==> config.mk <==
export PLATFORM = sky130hd
export DESIGN_NAME = sarcr_top
export DESIGN_NICKNAME = d
export VERILOG_FILES = /design/src/sarcr_pkg.sv /design/src/sarcr_divider.sv /design/src/sarcr_top.sv
export SDC_FILE = /design/constraint.sdc
export NUM_CORES = 1
export LEC_CHECK = 0
export ABC_CLOCK_PERIOD_IN_PS = 1800
export BUFFER_PORTS_ARGS = -buffer_cell sky130_fd_sc_hd__buf_2
export CORE_MARGIN = 10
export CORE_UTILIZATION = 51
export DETAILED_ROUTE_END_ITERATION = 16
export PLACE_DENSITY = 0.75
export SLEW_MARGIN = 20
export SYNTH_ARGS = -nofsm -noshare
export SYNTH_HDL_FRONTEND = slang
export SYNTH_SLANG_ARGS = --single-unit
==> constraint.sdc <==
create_clock -name MCLK -period 1.8 [get_ports MCLK]
set_input_delay 0.18 -clock MCLK [delete_from_list [all_inputs] [get_ports MCLK]]
set_output_delay 0.18 -clock MCLK [all_outputs]
set_load 0.02 [all_outputs]
==> src/sarcr_pkg.sv <==
// Purpose: Constants for the secondary converter control block
// Assumes: Byte-wide register port, 100 MHz system clock
// Notes: Register indices chosen locally
package sarcr_pkg;
    localparam logic [0:0] ADDR_CONFIG = 1'h0;
    localparam logic [0:0] ADDR_CONTROL = 1'h1;
    localparam logic [7:0] CONFIG_RESET = 8'hf8;
    localparam logic [7:0] CONTROL_RESET = 8'h00;
    localparam int BIT_ENABLE = 7;
    localparam int BIT_TRACK = 6;
    localparam int BIT_DONE = 5;
    localparam int BIT_BUSY = 4;
    localparam int BIT_MODE_HI = 3;
    localparam int BIT_MODE_LO = 1;
    localparam int BIT_WINDOW = 0;
    localparam int DIV_HI = 7;
    localparam int DIV_LO = 3;
    localparam int GAIN_HI = 1;
    localparam int GAIN_LO = 0;
    localparam logic [7:0] CONFIG_WMASK = 8'hfb;
    localparam logic [3:0] TRACK_CLOCKS = 4'h3;
    localparam logic [3:0] CONVERT_CLOCKS = 4'h8;
    localparam logic [2:0] MODE_SOFT = 3'h0;
    localparam logic [2:0] MODE_TIMER = 3'h1;
    localparam logic [2:0] MODE_PIN = 3'h2;
    localparam logic [2:0] MODE_TIMER2 = 3'h3;
    typedef enum logic [3:0] {
        ST_OFF = 4'h1,
        ST_IDLE = 4'h2,
        ST_TRACK = 4'h4,
        ST_CONV = 4'h8
    } sarcr_state_t;
endpackage : sarcr_pkg

==> src/sarcr_divider.sv <==
// Purpose: Conversion clock enable divider
// Assumes: Divide ratio is field value plus one
// Notes: One-cycle pulse output
`timescale 1ns/1ps
module sarcr_divider (
    input wire logic clk,
    input wire logic rst_n,
    input wire logic run,
    input wire logic [4:0] div,
    output logic tick
);
    typedef struct packed {
        logic [4:0] cnt;
        logic tick;
    } sarcr_div_t;
    sarcr_div_t q, next_q;
    always_comb begin
        next_q = q;
        next_q.tick = 1'b0;
        if (!run) begin
            next_q.cnt = 5'h00;
        end else if (q.cnt >= div) begin
            next_q.cnt = 5'h00;
            next_q.tick = 1'b1;
        end else begin
            next_q.cnt = q.cnt + 5'h01;
        end
    end
    always_ff @(posedge clk or negedge rst_n) begin
        if (!rst_n) begin
            q <= '0;
        end else begin
            q <= next_q;
        end
    end
    assign tick = q.tick;
endmodule : sarcr_divider

==> src/sarcr_top.sv <==
// Purpose: Control and configuration registers of the secondary 8-bit converter
// Assumes: Conversion datapath sits outside and reports the window compare event
// Notes: Conversion length is a fixed count of conversion clocks
// Behaviour
// - Enable bit low keeps the converter shut down with no conversions.
// - Enable bit high keeps the converter active and ready to convert.
// - Track mode 1 tracks only in windows chosen by the start mode field.
// - Done flag reads 1 after a conversion finished or a write of 1, 0 if neither since the clear.
// - Busy reads 0 whenever no conversion runs.
// - Gain field bits 1-0 select gain 0.5, 1, 2, 4.
// - Control bits: enable 7, track 6, done 5, busy 4, mode 3-1, window 0.
// - Done flag sets on the falling edge of busy at the end of a conversion, not when shutdown aborts one.
// - Writing 1 to busy starts a conversion only in start mode 000.
// - Start modes 1xx start on a write of 1 to the primary converter busy bit.
// - In low-power track mode a start tracks 3 conversion clocks, then converts.
`timescale 1ns/1ps
module sarcr_top (
    input wire logic MCLK,
    input wire logic RESETN,
    input wire logic [0:0] ADDR,
    input wire logic [7:0] WDATA,
    input wire logic WR,
    input wire logic RD,
    output logic [7:0] RDATA,
    input wire logic PRIMARY_START,
    input wire logic TIMER_OVF,
    input wire logic CONV_PIN,
    input wire logic WINDOW_HIT,
    output logic POWER_ON,
    output logic TRACKING,
    output logic CONVERTING,
    output logic [1:0] GAIN_SEL,
    output logic SAR_TICK
);
    typedef struct packed {
        logic [7:0] cfg;
        logic enable;
        logic track;
        logic done;
        logic busy;
        logic [2:0] mode;
        logic window;
        sarcr_pkg::sarcr_state_t state;
        logic [3:0] cnt;
        logic [7:0] rdata;
        logic [1:0] pin_sync;
        logic pin_prev;
        logic power_on;
        logic tracking;
        logic tick;
    } sarcr_regs_t;
    sarcr_regs_t q, next_q;
    logic tick;
    logic start;
    logic pin_rise;
    logic [7:0] control_view;
    logic is_ctl_wr;

    ////////////////////////////////////////////////////////////////////////
    sarcr_divider u_div (
        .clk(MCLK),
        .rst_n(RESETN),
        .run(q.enable),
        .div(q.cfg[sarcr_pkg::DIV_HI:sarcr_pkg::DIV_LO]),
        .tick(tick)
    );

    ////////////////////////////////////////////////////////////////////////
    always_comb begin
        control_view = {q.enable, q.track, q.done, q.busy, q.mode, q.window};
        is_ctl_wr = WR && ADDR == sarcr_pkg::ADDR_CONTROL;
        pin_rise = q.pin_sync[1] && !q.pin_prev;
        // Trigger sources decoded from the start mode field
        start = 1'b0;
        if (q.mode[2]) begin
            start = PRIMARY_START;
        end else begin
            case (q.mode)
                sarcr_pkg::MODE_SOFT: start = is_ctl_wr && WDATA[sarcr_pkg::BIT_BUSY];
                sarcr_pkg::MODE_TIMER: start = TIMER_OVF;
                sarcr_pkg::MODE_PIN: start = pin_rise;
                sarcr_pkg::MODE_TIMER2: start = TIMER_OVF;
                default: start = 1'b0;
            endcase
        end
    end

    always_comb begin
        next_q = q;
        next_q.pin_sync = {q.pin_sync[0], CONV_PIN};
        next_q.pin_prev = q.pin_sync[1];
        next_q.tick = tick;
        if (WR && ADDR == sarcr_pkg::ADDR_CONFIG) begin
            next_q.cfg = WDATA & sarcr_pkg::CONFIG_WMASK;
        end
        if (is_ctl_wr) begin
            next_q.enable = WDATA[sarcr_pkg::BIT_ENABLE];
            next_q.track = WDATA[sarcr_pkg::BIT_TRACK];
            // Only a write of 0 can clear; writing 1 is kept as a manual set
            next_q.done = WDATA[sarcr_pkg::BIT_DONE];
            next_q.mode = WDATA[sarcr_pkg::BIT_MODE_HI:sarcr_pkg::BIT_MODE_LO];
            next_q.window = WDATA[sarcr_pkg::BIT_WINDOW];
        end
        if (WINDOW_HIT && q.busy) begin
            next_q.window = 1'b1;
        end
        case (q.state)
            sarcr_pkg::ST_OFF: begin
                if (q.enable) begin
                    next_q.state = sarcr_pkg::ST_IDLE;
                end
            end
            sarcr_pkg::ST_IDLE: begin
                if (start) begin
                    next_q.busy = 1'b1;
                    next_q.cnt = 4'h0;
                    // Low-power mode tracks first; normal mode is already tracking
                    next_q.state = q.track ? sarcr_pkg::ST_TRACK : sarcr_pkg::ST_CONV;
                end
            end
            sarcr_pkg::ST_TRACK: begin
                if (tick) begin
                    next_q.cnt = q.cnt + 4'h1;
                    if (q.cnt + 4'h1 == sarcr_pkg::TRACK_CLOCKS) begin
                        next_q.cnt = 4'h0;
                        next_q.state = sarcr_pkg::ST_CONV;
                    end
                end
            end
            sarcr_pkg::ST_CONV: begin
                if (tick) begin
                    next_q.cnt = q.cnt + 4'h1;
                    if (q.cnt + 4'h1 == sarcr_pkg::CONVERT_CLOCKS) begin
                        next_q.cnt = 4'h0;
                        next_q.busy = 1'b0;
                        next_q.done = 1'b1;
                        next_q.state = sarcr_pkg::ST_IDLE;
                    end
                end
            end
            default: next_q.state = sarcr_pkg::ST_OFF;
        endcase
        if (!q.enable) begin
            // Shutdown aborts any conversion in flight
            next_q.state = sarcr_pkg::ST_OFF;
            next_q.busy = 1'b0;
            next_q.cnt = 4'h0;
        end
        next_q.power_on = next_q.state != sarcr_pkg::ST_OFF;
        if (next_q.state == sarcr_pkg::ST_TRACK) begin
            next_q.tracking = 1'b1;
        end else if (next_q.state == sarcr_pkg::ST_IDLE) begin
            // Pin mode low-power tracking runs while the synchronised pin level is low
            next_q.tracking = !next_q.track ||
                (next_q.mode == sarcr_pkg::MODE_PIN && !q.pin_sync[1]);
        end else begin
            next_q.tracking = 1'b0;
        end
        next_q.rdata = 8'h00;
        if (RD) begin
            next_q.rdata = (ADDR == sarcr_pkg::ADDR_CONTROL) ? control_view : q.cfg;
        end
    end

    always_ff @(posedge MCLK or negedge RESETN) begin
        if (!RESETN) begin
            q <= '0;
            q.cfg <= sarcr_pkg::CONFIG_RESET;
            q.state <= sarcr_pkg::ST_OFF;
        end else begin
            q <= next_q;
        end
    end

    ////////////////////////////////////////////////////////////////////////
    assign RDATA = q.rdata;
    assign POWER_ON = q.power_on;
    assign TRACKING = q.tracking;
    assign CONVERTING = q.busy;
    assign GAIN_SEL = q.cfg[sarcr_pkg::GAIN_HI:sarcr_pkg::GAIN_LO];
    assign SAR_TICK = q.tick;

    ////////////////////////////////////////////////////////////////////////
    off_no_busy_a: assert property (@(posedge MCLK) disable iff (!RESETN)
        !q.enable |=> !q.busy && !q.power_on)
        else $error("busy while disabled");
    on_power_a: assert property (@(posedge MCLK) disable iff (!RESETN)
        q.enable && $past(q.enable) |=> q.power_on)
        else $error("enabled but powered down");
    normal_track_a: assert property (@(posedge MCLK) disable iff (!RESETN)
        q.state == sarcr_pkg::ST_IDLE && !q.track && $stable(q.track) && q.enable && !start && !is_ctl_wr
        |=> q.tracking)
        else $error("normal mode not tracking");
    soft_start_a: assert property (@(posedge MCLK) disable iff (!RESETN)
        q.state == sarcr_pkg::ST_IDLE && q.enable && is_ctl_wr && WDATA[sarcr_pkg::BIT_BUSY]
        && WDATA[sarcr_pkg::BIT_ENABLE] && q.mode == sarcr_pkg::MODE_SOFT |=> q.busy)
        else $error("soft start missed");
    no_soft_start_a: assert property (@(posedge MCLK) disable iff (!RESETN)
        q.state == sarcr_pkg::ST_IDLE && is_ctl_wr && q.mode != sarcr_pkg::MODE_SOFT && q.mode[2] == 1'b0
        && !TIMER_OVF && !pin_rise |=> !q.busy)
        else $error("start in wrong mode");
    done_on_fall_a: assert property (@(posedge MCLK) disable iff (!RESETN)
        $fell(q.busy) && q.enable && $past(q.enable) |-> q.done)
        else $error("done not set on busy fall");
    done_sticky_a: assert property (@(posedge MCLK) disable iff (!RESETN)
        q.done && !is_ctl_wr |=> q.done)
        else $error("done cleared by hardware");
    track_three_a: assert property (@(posedge MCLK) disable iff (!RESETN)
        q.state == sarcr_pkg::ST_TRACK && q.cnt == 4'h2 && tick && q.enable
        |=> q.state == sarcr_pkg::ST_CONV)
        else $error("track length wrong");
    primary_start_a: assert property (@(posedge MCLK) disable iff (!RESETN)
        q.state == sarcr_pkg::ST_IDLE && q.enable && q.mode[2] && PRIMARY_START
        |=> q.busy)
        else $error("primary start missed");
endmodule : sarcr_top

Word-level counts from Yosys, hierarchy flattened
Cells that the tools add are included.
W data, S select, Z words.
{ "classes": {"n_bitwise": 1, "n_reduce_logical": 15, "magnitude_cmp": 1, "eq_ne": 19, "n_mux": 28, "n_addsub": 2} }
{ "ops": {"columns": ["cell", "n"], "rows": [
  ["$mux W8", 8],
  ["$pmux W4 S4", 1],
  ["$eq A4 B2 Y1 const B", 3],
  ["$pmux W4 S3", 1],
  ["$mux W5", 2],
  ["$eq A3 B2 Y1 const B", 3],
  ["$mux W1", 9],
  ["$eq A4 B3 Y1 const B", 2],
  ["$eq A4 B4 Y1 const B", 2],
  ["$mux W4", 2],
  ["$ne A4 B1 Y1 const B", 2],
  ["$reduce_and A4 Y1", 2],
  ["$logic_and A1 B1 Y1", 6],
  ["$mux W2", 3],
  ["$ne A3 B2 Y1 const B", 2],
  ["$ne A3 B3 Y1 const B", 2],
  ["$add A5 B1 Y5 const B", 1],
  ["$ge A5 B5 Y1", 1],
  ["$add A4 B1 Y4 const B", 1],
  ["$eq A4 B1 Y1 const B", 1],
  ["$eq A3 B1 Y1 const B", 1],
  ["$logic_not A1 Y1", 3],
  ["$logic_not A3 Y1", 1],
  ["$ne A3 B1 Y1 const B", 1],
  ["6 further kinds", 6]
]} }
{ "word_totals": {"in_bits": 17, "reg_bits": 43} }

Longest topological paths before layout
{ "logic_depth": {"ltp_word": 10, "ltp_mapped": 7, "mapped_depth_nobuf": 7} }

By module
Synthesis repeated with hierarchy kept, for this count alone.
{ "hier_totals": {"hier_cells": 196, "area_unflattened_um2": 2209.6} }
{ "modules_own_cells": {"columns": ["mod", "seq_area_each_um2", "area_each_um2", "n_inst", "cells_per_inst"], "rows": [
  ["sarcr_top", 933.4, 1850.5, 1, 160],
  ["sarcr_divider", 150.1, 359.1, 1, 36]
]} }

Least setup slack after synthesis
Ideal clock, no wire load.
{ "synth_timing": {"path_kind": "reg2reg", "from": "register q[33] (netlist name)", "to": "register u_div.q[1] (netlist name)", "arrival_time_ns": 1.652, "required_time_ns": 1.675, "n_path_buf": 0, "slack_ns": 0.023, "setup_time_ns": 0.125, "synth_period_minus_slack_ns": 1.777, "path_stages_with_launch": 7, "cell_sequence": "dfstp_2 > ha_1 > nand2b_1 > a21o_1 > a21oi_1 > o21bai_1 > a2111oi_0"} }
{ "synth_lines": {"columns": ["element", "line_no", "source"], "rows": [
  ["start, declared", "sarcr_top.sv:52", "sarcr_regs_t q, next_q;"],
  ["start signal, assigned", "sarcr_top.sv:171", "q <= next_q;"],
  ["end signal, assigned", "sarcr_divider.sv:33", "q <= next_q;"],
  ["end, declared", "sarcr_divider.sv:16", "sarcr_div_t q, next_q;"]
]} }

==> impl_metrics.csv <==
group,metric,value,unit
hold_path,hold_path_class,"input pin to flip-flop",
outcome,status,"finished with violations",
placement,dp_slack,-0.1853,ns
global_routing,grt_first_pass_wirelength,7748,um
pwr,p_switching,0.0009056,W
pwr,power.internal,0.001938,W
yosys,ys_seq_area_share,47.92,%
floorplanning,die_w,86.58,um
global_routing,antenna_found_initial,0,
clocking,clock_sinks,43,
critical_path,arrival,2.01,ns
drt,drtIter0Drc,108,
global_routing,grt_pass1_vias,1665,
yosys,avgSynthCellArea,10.92,sq um
drt,vias,1630,
timing,setup_viol,1,
critical_path,max_stage_delay,0.54,ns
global_routing,grt_max_degree,44,
critical_path,cp-start-kind,"flip-flop",
cells_and_area,nets,267,
timing,fin_crit_sh,100.3,%
yosys,syn-instance-count,207,
run,cap_violations,0,
timing,finalClockSkew,0.009130,ns
timing,fin_ws,-0.004915,ns
timing,slew_headroom,65.55,%
yosys,synth_area_leaders,"dfrtp_1 41%, dfstp_2 7.0%, ha_1 5.0%, buf_4 4.0%, mux2_2 4.0%",
cells_and_area,syn_to_final_growth,20.25,%
yosys,synthArstFlopShare,100.0,%
global_routing,grt-ovfl-total,0,
drt,post_drt_wl_per_cell,15.34,um
floorplanning,fp.coreArea,0.004324,sq mm
pwr,pwr-share-comb,30.4,%
floorplanning,dieArea,0.007496,sq mm
cells_and_area,antenna_cells,0,
clocking,cts_buffers,5,
critical_path,critical_path_class,"flip-flop to flip-flop",
pwr,vdd_drop_max,617.6,uV
clocking,max-clock-path-buffers,2,
floorplanning,fp.dieH,86.58,um
critical_path,crit_slowest_cell,"dfstp_2",
drt,wirelength,4509,um
drt,via_per_inst,5.544,
pwr,power_frac_clock,25.2,%
timing,rsz0062_at_grt,"yes",
cells_and_area,design_area,0.002719,sq mm
critical_path,cp_cell_sequence,"inv_2 > ha_1 > a21o_1 > a21oi_2 > o21bai_4 > buf_6 > a211oi_2",
timing,finalHoldViolations,0,
critical_path,critical_path.endpoint_type,"flip-flop",
yosys,synthesis.nets,233,
clocking,cts_htree_levels,2,
outcome,violations,"negative setup slack",
placement,dp_hpwl,3401,um
yosys,synth_cell_types,52,
pwr,leakagePower,1.232,nW
cells_and_area,multi_input_area,0.001145,sq mm
clocking,cts_setup_buffers,0,
yosys,synth_top_area_share,40.95,%
clocking,clock-root-buffer,"clkbuf_8",
critical_path,critPathMaxFanout,5,
drt,ant_nets,0,
cells_and_area,fillers,365,
critical_path,cp.required,2.00,ns
yosys,synth_top_cells_by_count,"37 x dfrtp_1, 16 x nand2_1, 12 x buf_4, 11 x nor2_1, 10 x inv_1",
yosys,synth_edf_count,0,
pwr,finalPower,0.002844,W
placement,io_buffers,30,
timing,worst_pin_slew,0.5167,ns
pwr,swShare,31.84,%
timing,min_period,1.805,ns
timing,max_freq,554.0,MHz
placement,place_congestion,0.8943,
floorplanning,start_util,52.29,%
floorplanning,io_pins,31,
clocking,clk_pin_slew_worst_paths,0.08,ns
yosys,yosysMostFrequentCell,"dfrtp_1",
pwr,powerDensity,1046,mW/mm^2
yosys,yosys.area.top_type,"dfrtp_1",
timing,slew_violations,0,
clocking,clk_latency,0.29,ns
cells_and_area,layout-drive-gt1-share,34.30,%
yosys,netlist_area,0.002261,sq mm
cells_and_area,layout.area.seq,0.001086,sq mm
drt,drt_drc_violations_left,0,
clocking,tritoncts,"built",
floorplanning,row_count,24,
yosys,ys_seq_elements,43,
yosys,synth_top_flop_cell,"dfrtp_1",
placement,post_dp_cell_area,0.002462,sq mm
drt,firstDrtPassIters,4,
yosys,yosysWarnings,0,
pwr,seqPwrFrac,44.4,%
global_routing,grt_util_all_layers,12.62,%
worst paths after layout:
path                            slack [ns]                start                     endpoint  cells past startpoint
worst max-delay path                -0.005    q[34]$_DFFE_PN1P_         u_div.q[2]$_DFF_PN0_                      7
worst min-delay path                  0.12           WINDOW_HIT  control_view[0]$_DFFE_PN0P_                      2
worst max register to register      -0.005    q[34]$_DFFE_PN1P_         u_div.q[2]$_DFF_PN0_                      7
worst min register to register        0.35  next_q[5]$_DFF_PN0_          next_q[3]$_DFF_PN0_                      0
max in group asynchronous             0.93               RESETN            q[15]$_DFFE_PN0P_                      3
min in group asynchronous             0.49               RESETN          next_q[5]$_DFF_PN0_                      3
sequential cells by signal (all words and copies together) (netlist names):
register and count:
q 14, RDATA 8, next_q 2, u_div.tick 1, TRACKING 1, u_div.q 5, POWER_ON 1, CONVERTING 1
SAR_TICK 1, control_view 7, GAIN_SEL 2
placed cells by master, fill, tap and decap left out, types with 8 or more instances in the layout:
| cell type | instances |
|---|---|
| dfrtp_1 | 35 |
| buf_2 | 30 |
| nand2_1 | 16 |
| buf_4 | 13 |
| nor2_1 | 11 |
| inv_1 | 9 |
| nor2b_1 | 9 |
| mux2_2 | 8 |
| o21ai_0 | 8 |
cell type report:
type | count | area share [%]
multi-input combinational | 135 | 42.11
clock inverter | 1 | 1.104
tap | 52 | 2.393
timing repair buffer | 46 | 10.26
inverter | 10 | 1.381
sequential | 43 | 39.94
clock buffer | 7 | 2.807
stage by stage:
step                hold slack, ns  setup TNS, ns  utilization, %  instances
CTS                         0.1100        -0.1111           60.50        294
finish                      0.1179      -0.004915           62.88        294
global route                0.1106        -0.2940           62.88        294
floorplan                  -0.1156              0               -        207
global placement            0.2752        -0.1874           56.94        284
detailed placement          0.2759        -0.5765           56.94        284
metal layers:
metal / routed length [um] / global-route usage [%] / vias to the layer above
li1: - / - / 804
met1: 2041 / 15.80 / 793
met2: 2222 / 20.13 / 28
met3: 194 / 3.377 / 5
met4: 50 / 5.007 / 0
met5: 0 / 0 / -
power by group through the flow:
| stage | Clock (W) | Combinational, W | Sequential [W] |
|---|---|---|---|
| floorplan | 0 | 0.000551 | 0.00123 |
| global placement | 0 | 0.000716 | 0.00127 |
| detailed placement | 0 | 0.000729 | 0.00128 |
| CTS | 0.000739 | 0.000766 | 0.00126 |
| global route | 0.000775 | 0.000954 | 0.00129 |
| finish | 0.000717 | 0.000865 | 0.00126 |
timing repair:
| item | CTS | global route |
|---|---|---|
| setup endpoints to repair | 7 | 11 |
| endpoints found under the hold margin | 38 | 0 |
| resized for setup | 8 | 16 |
| pin swaps | 7 | 7 |
| hold buffers | 2 | 0 |
cell families after synthesis:
| logic type | count (synthesis) | synth area share [%] |
|---|---|---|
| XOR/XNOR | 7 | 2.712 |
| multiplexers | 15 | 7.084 |
| flip-flops | 43 | 47.92 |
| AND/OR/NAND/NOR | 64 | 17.38 |
| AO/OA/AOI/OAI | 40 | 13.01 |
| adder cells (fa/ha/maj) | 9 | 4.981 |
| buffers and inverters | 29 | 6.918 |
critical path, delay by kind of cell (launching register included):
| family | cells | cell delay, ns |
|---|---|---|
| AOI/OAI and AO/OA | 4 | 0.73 |
| adders and majority gates | 1 | 0.26 |
| DFF | 1 | 0.54 |
| buffers and inverters | 2 | 0.19 |
Power figures use the tool's default switching activity.
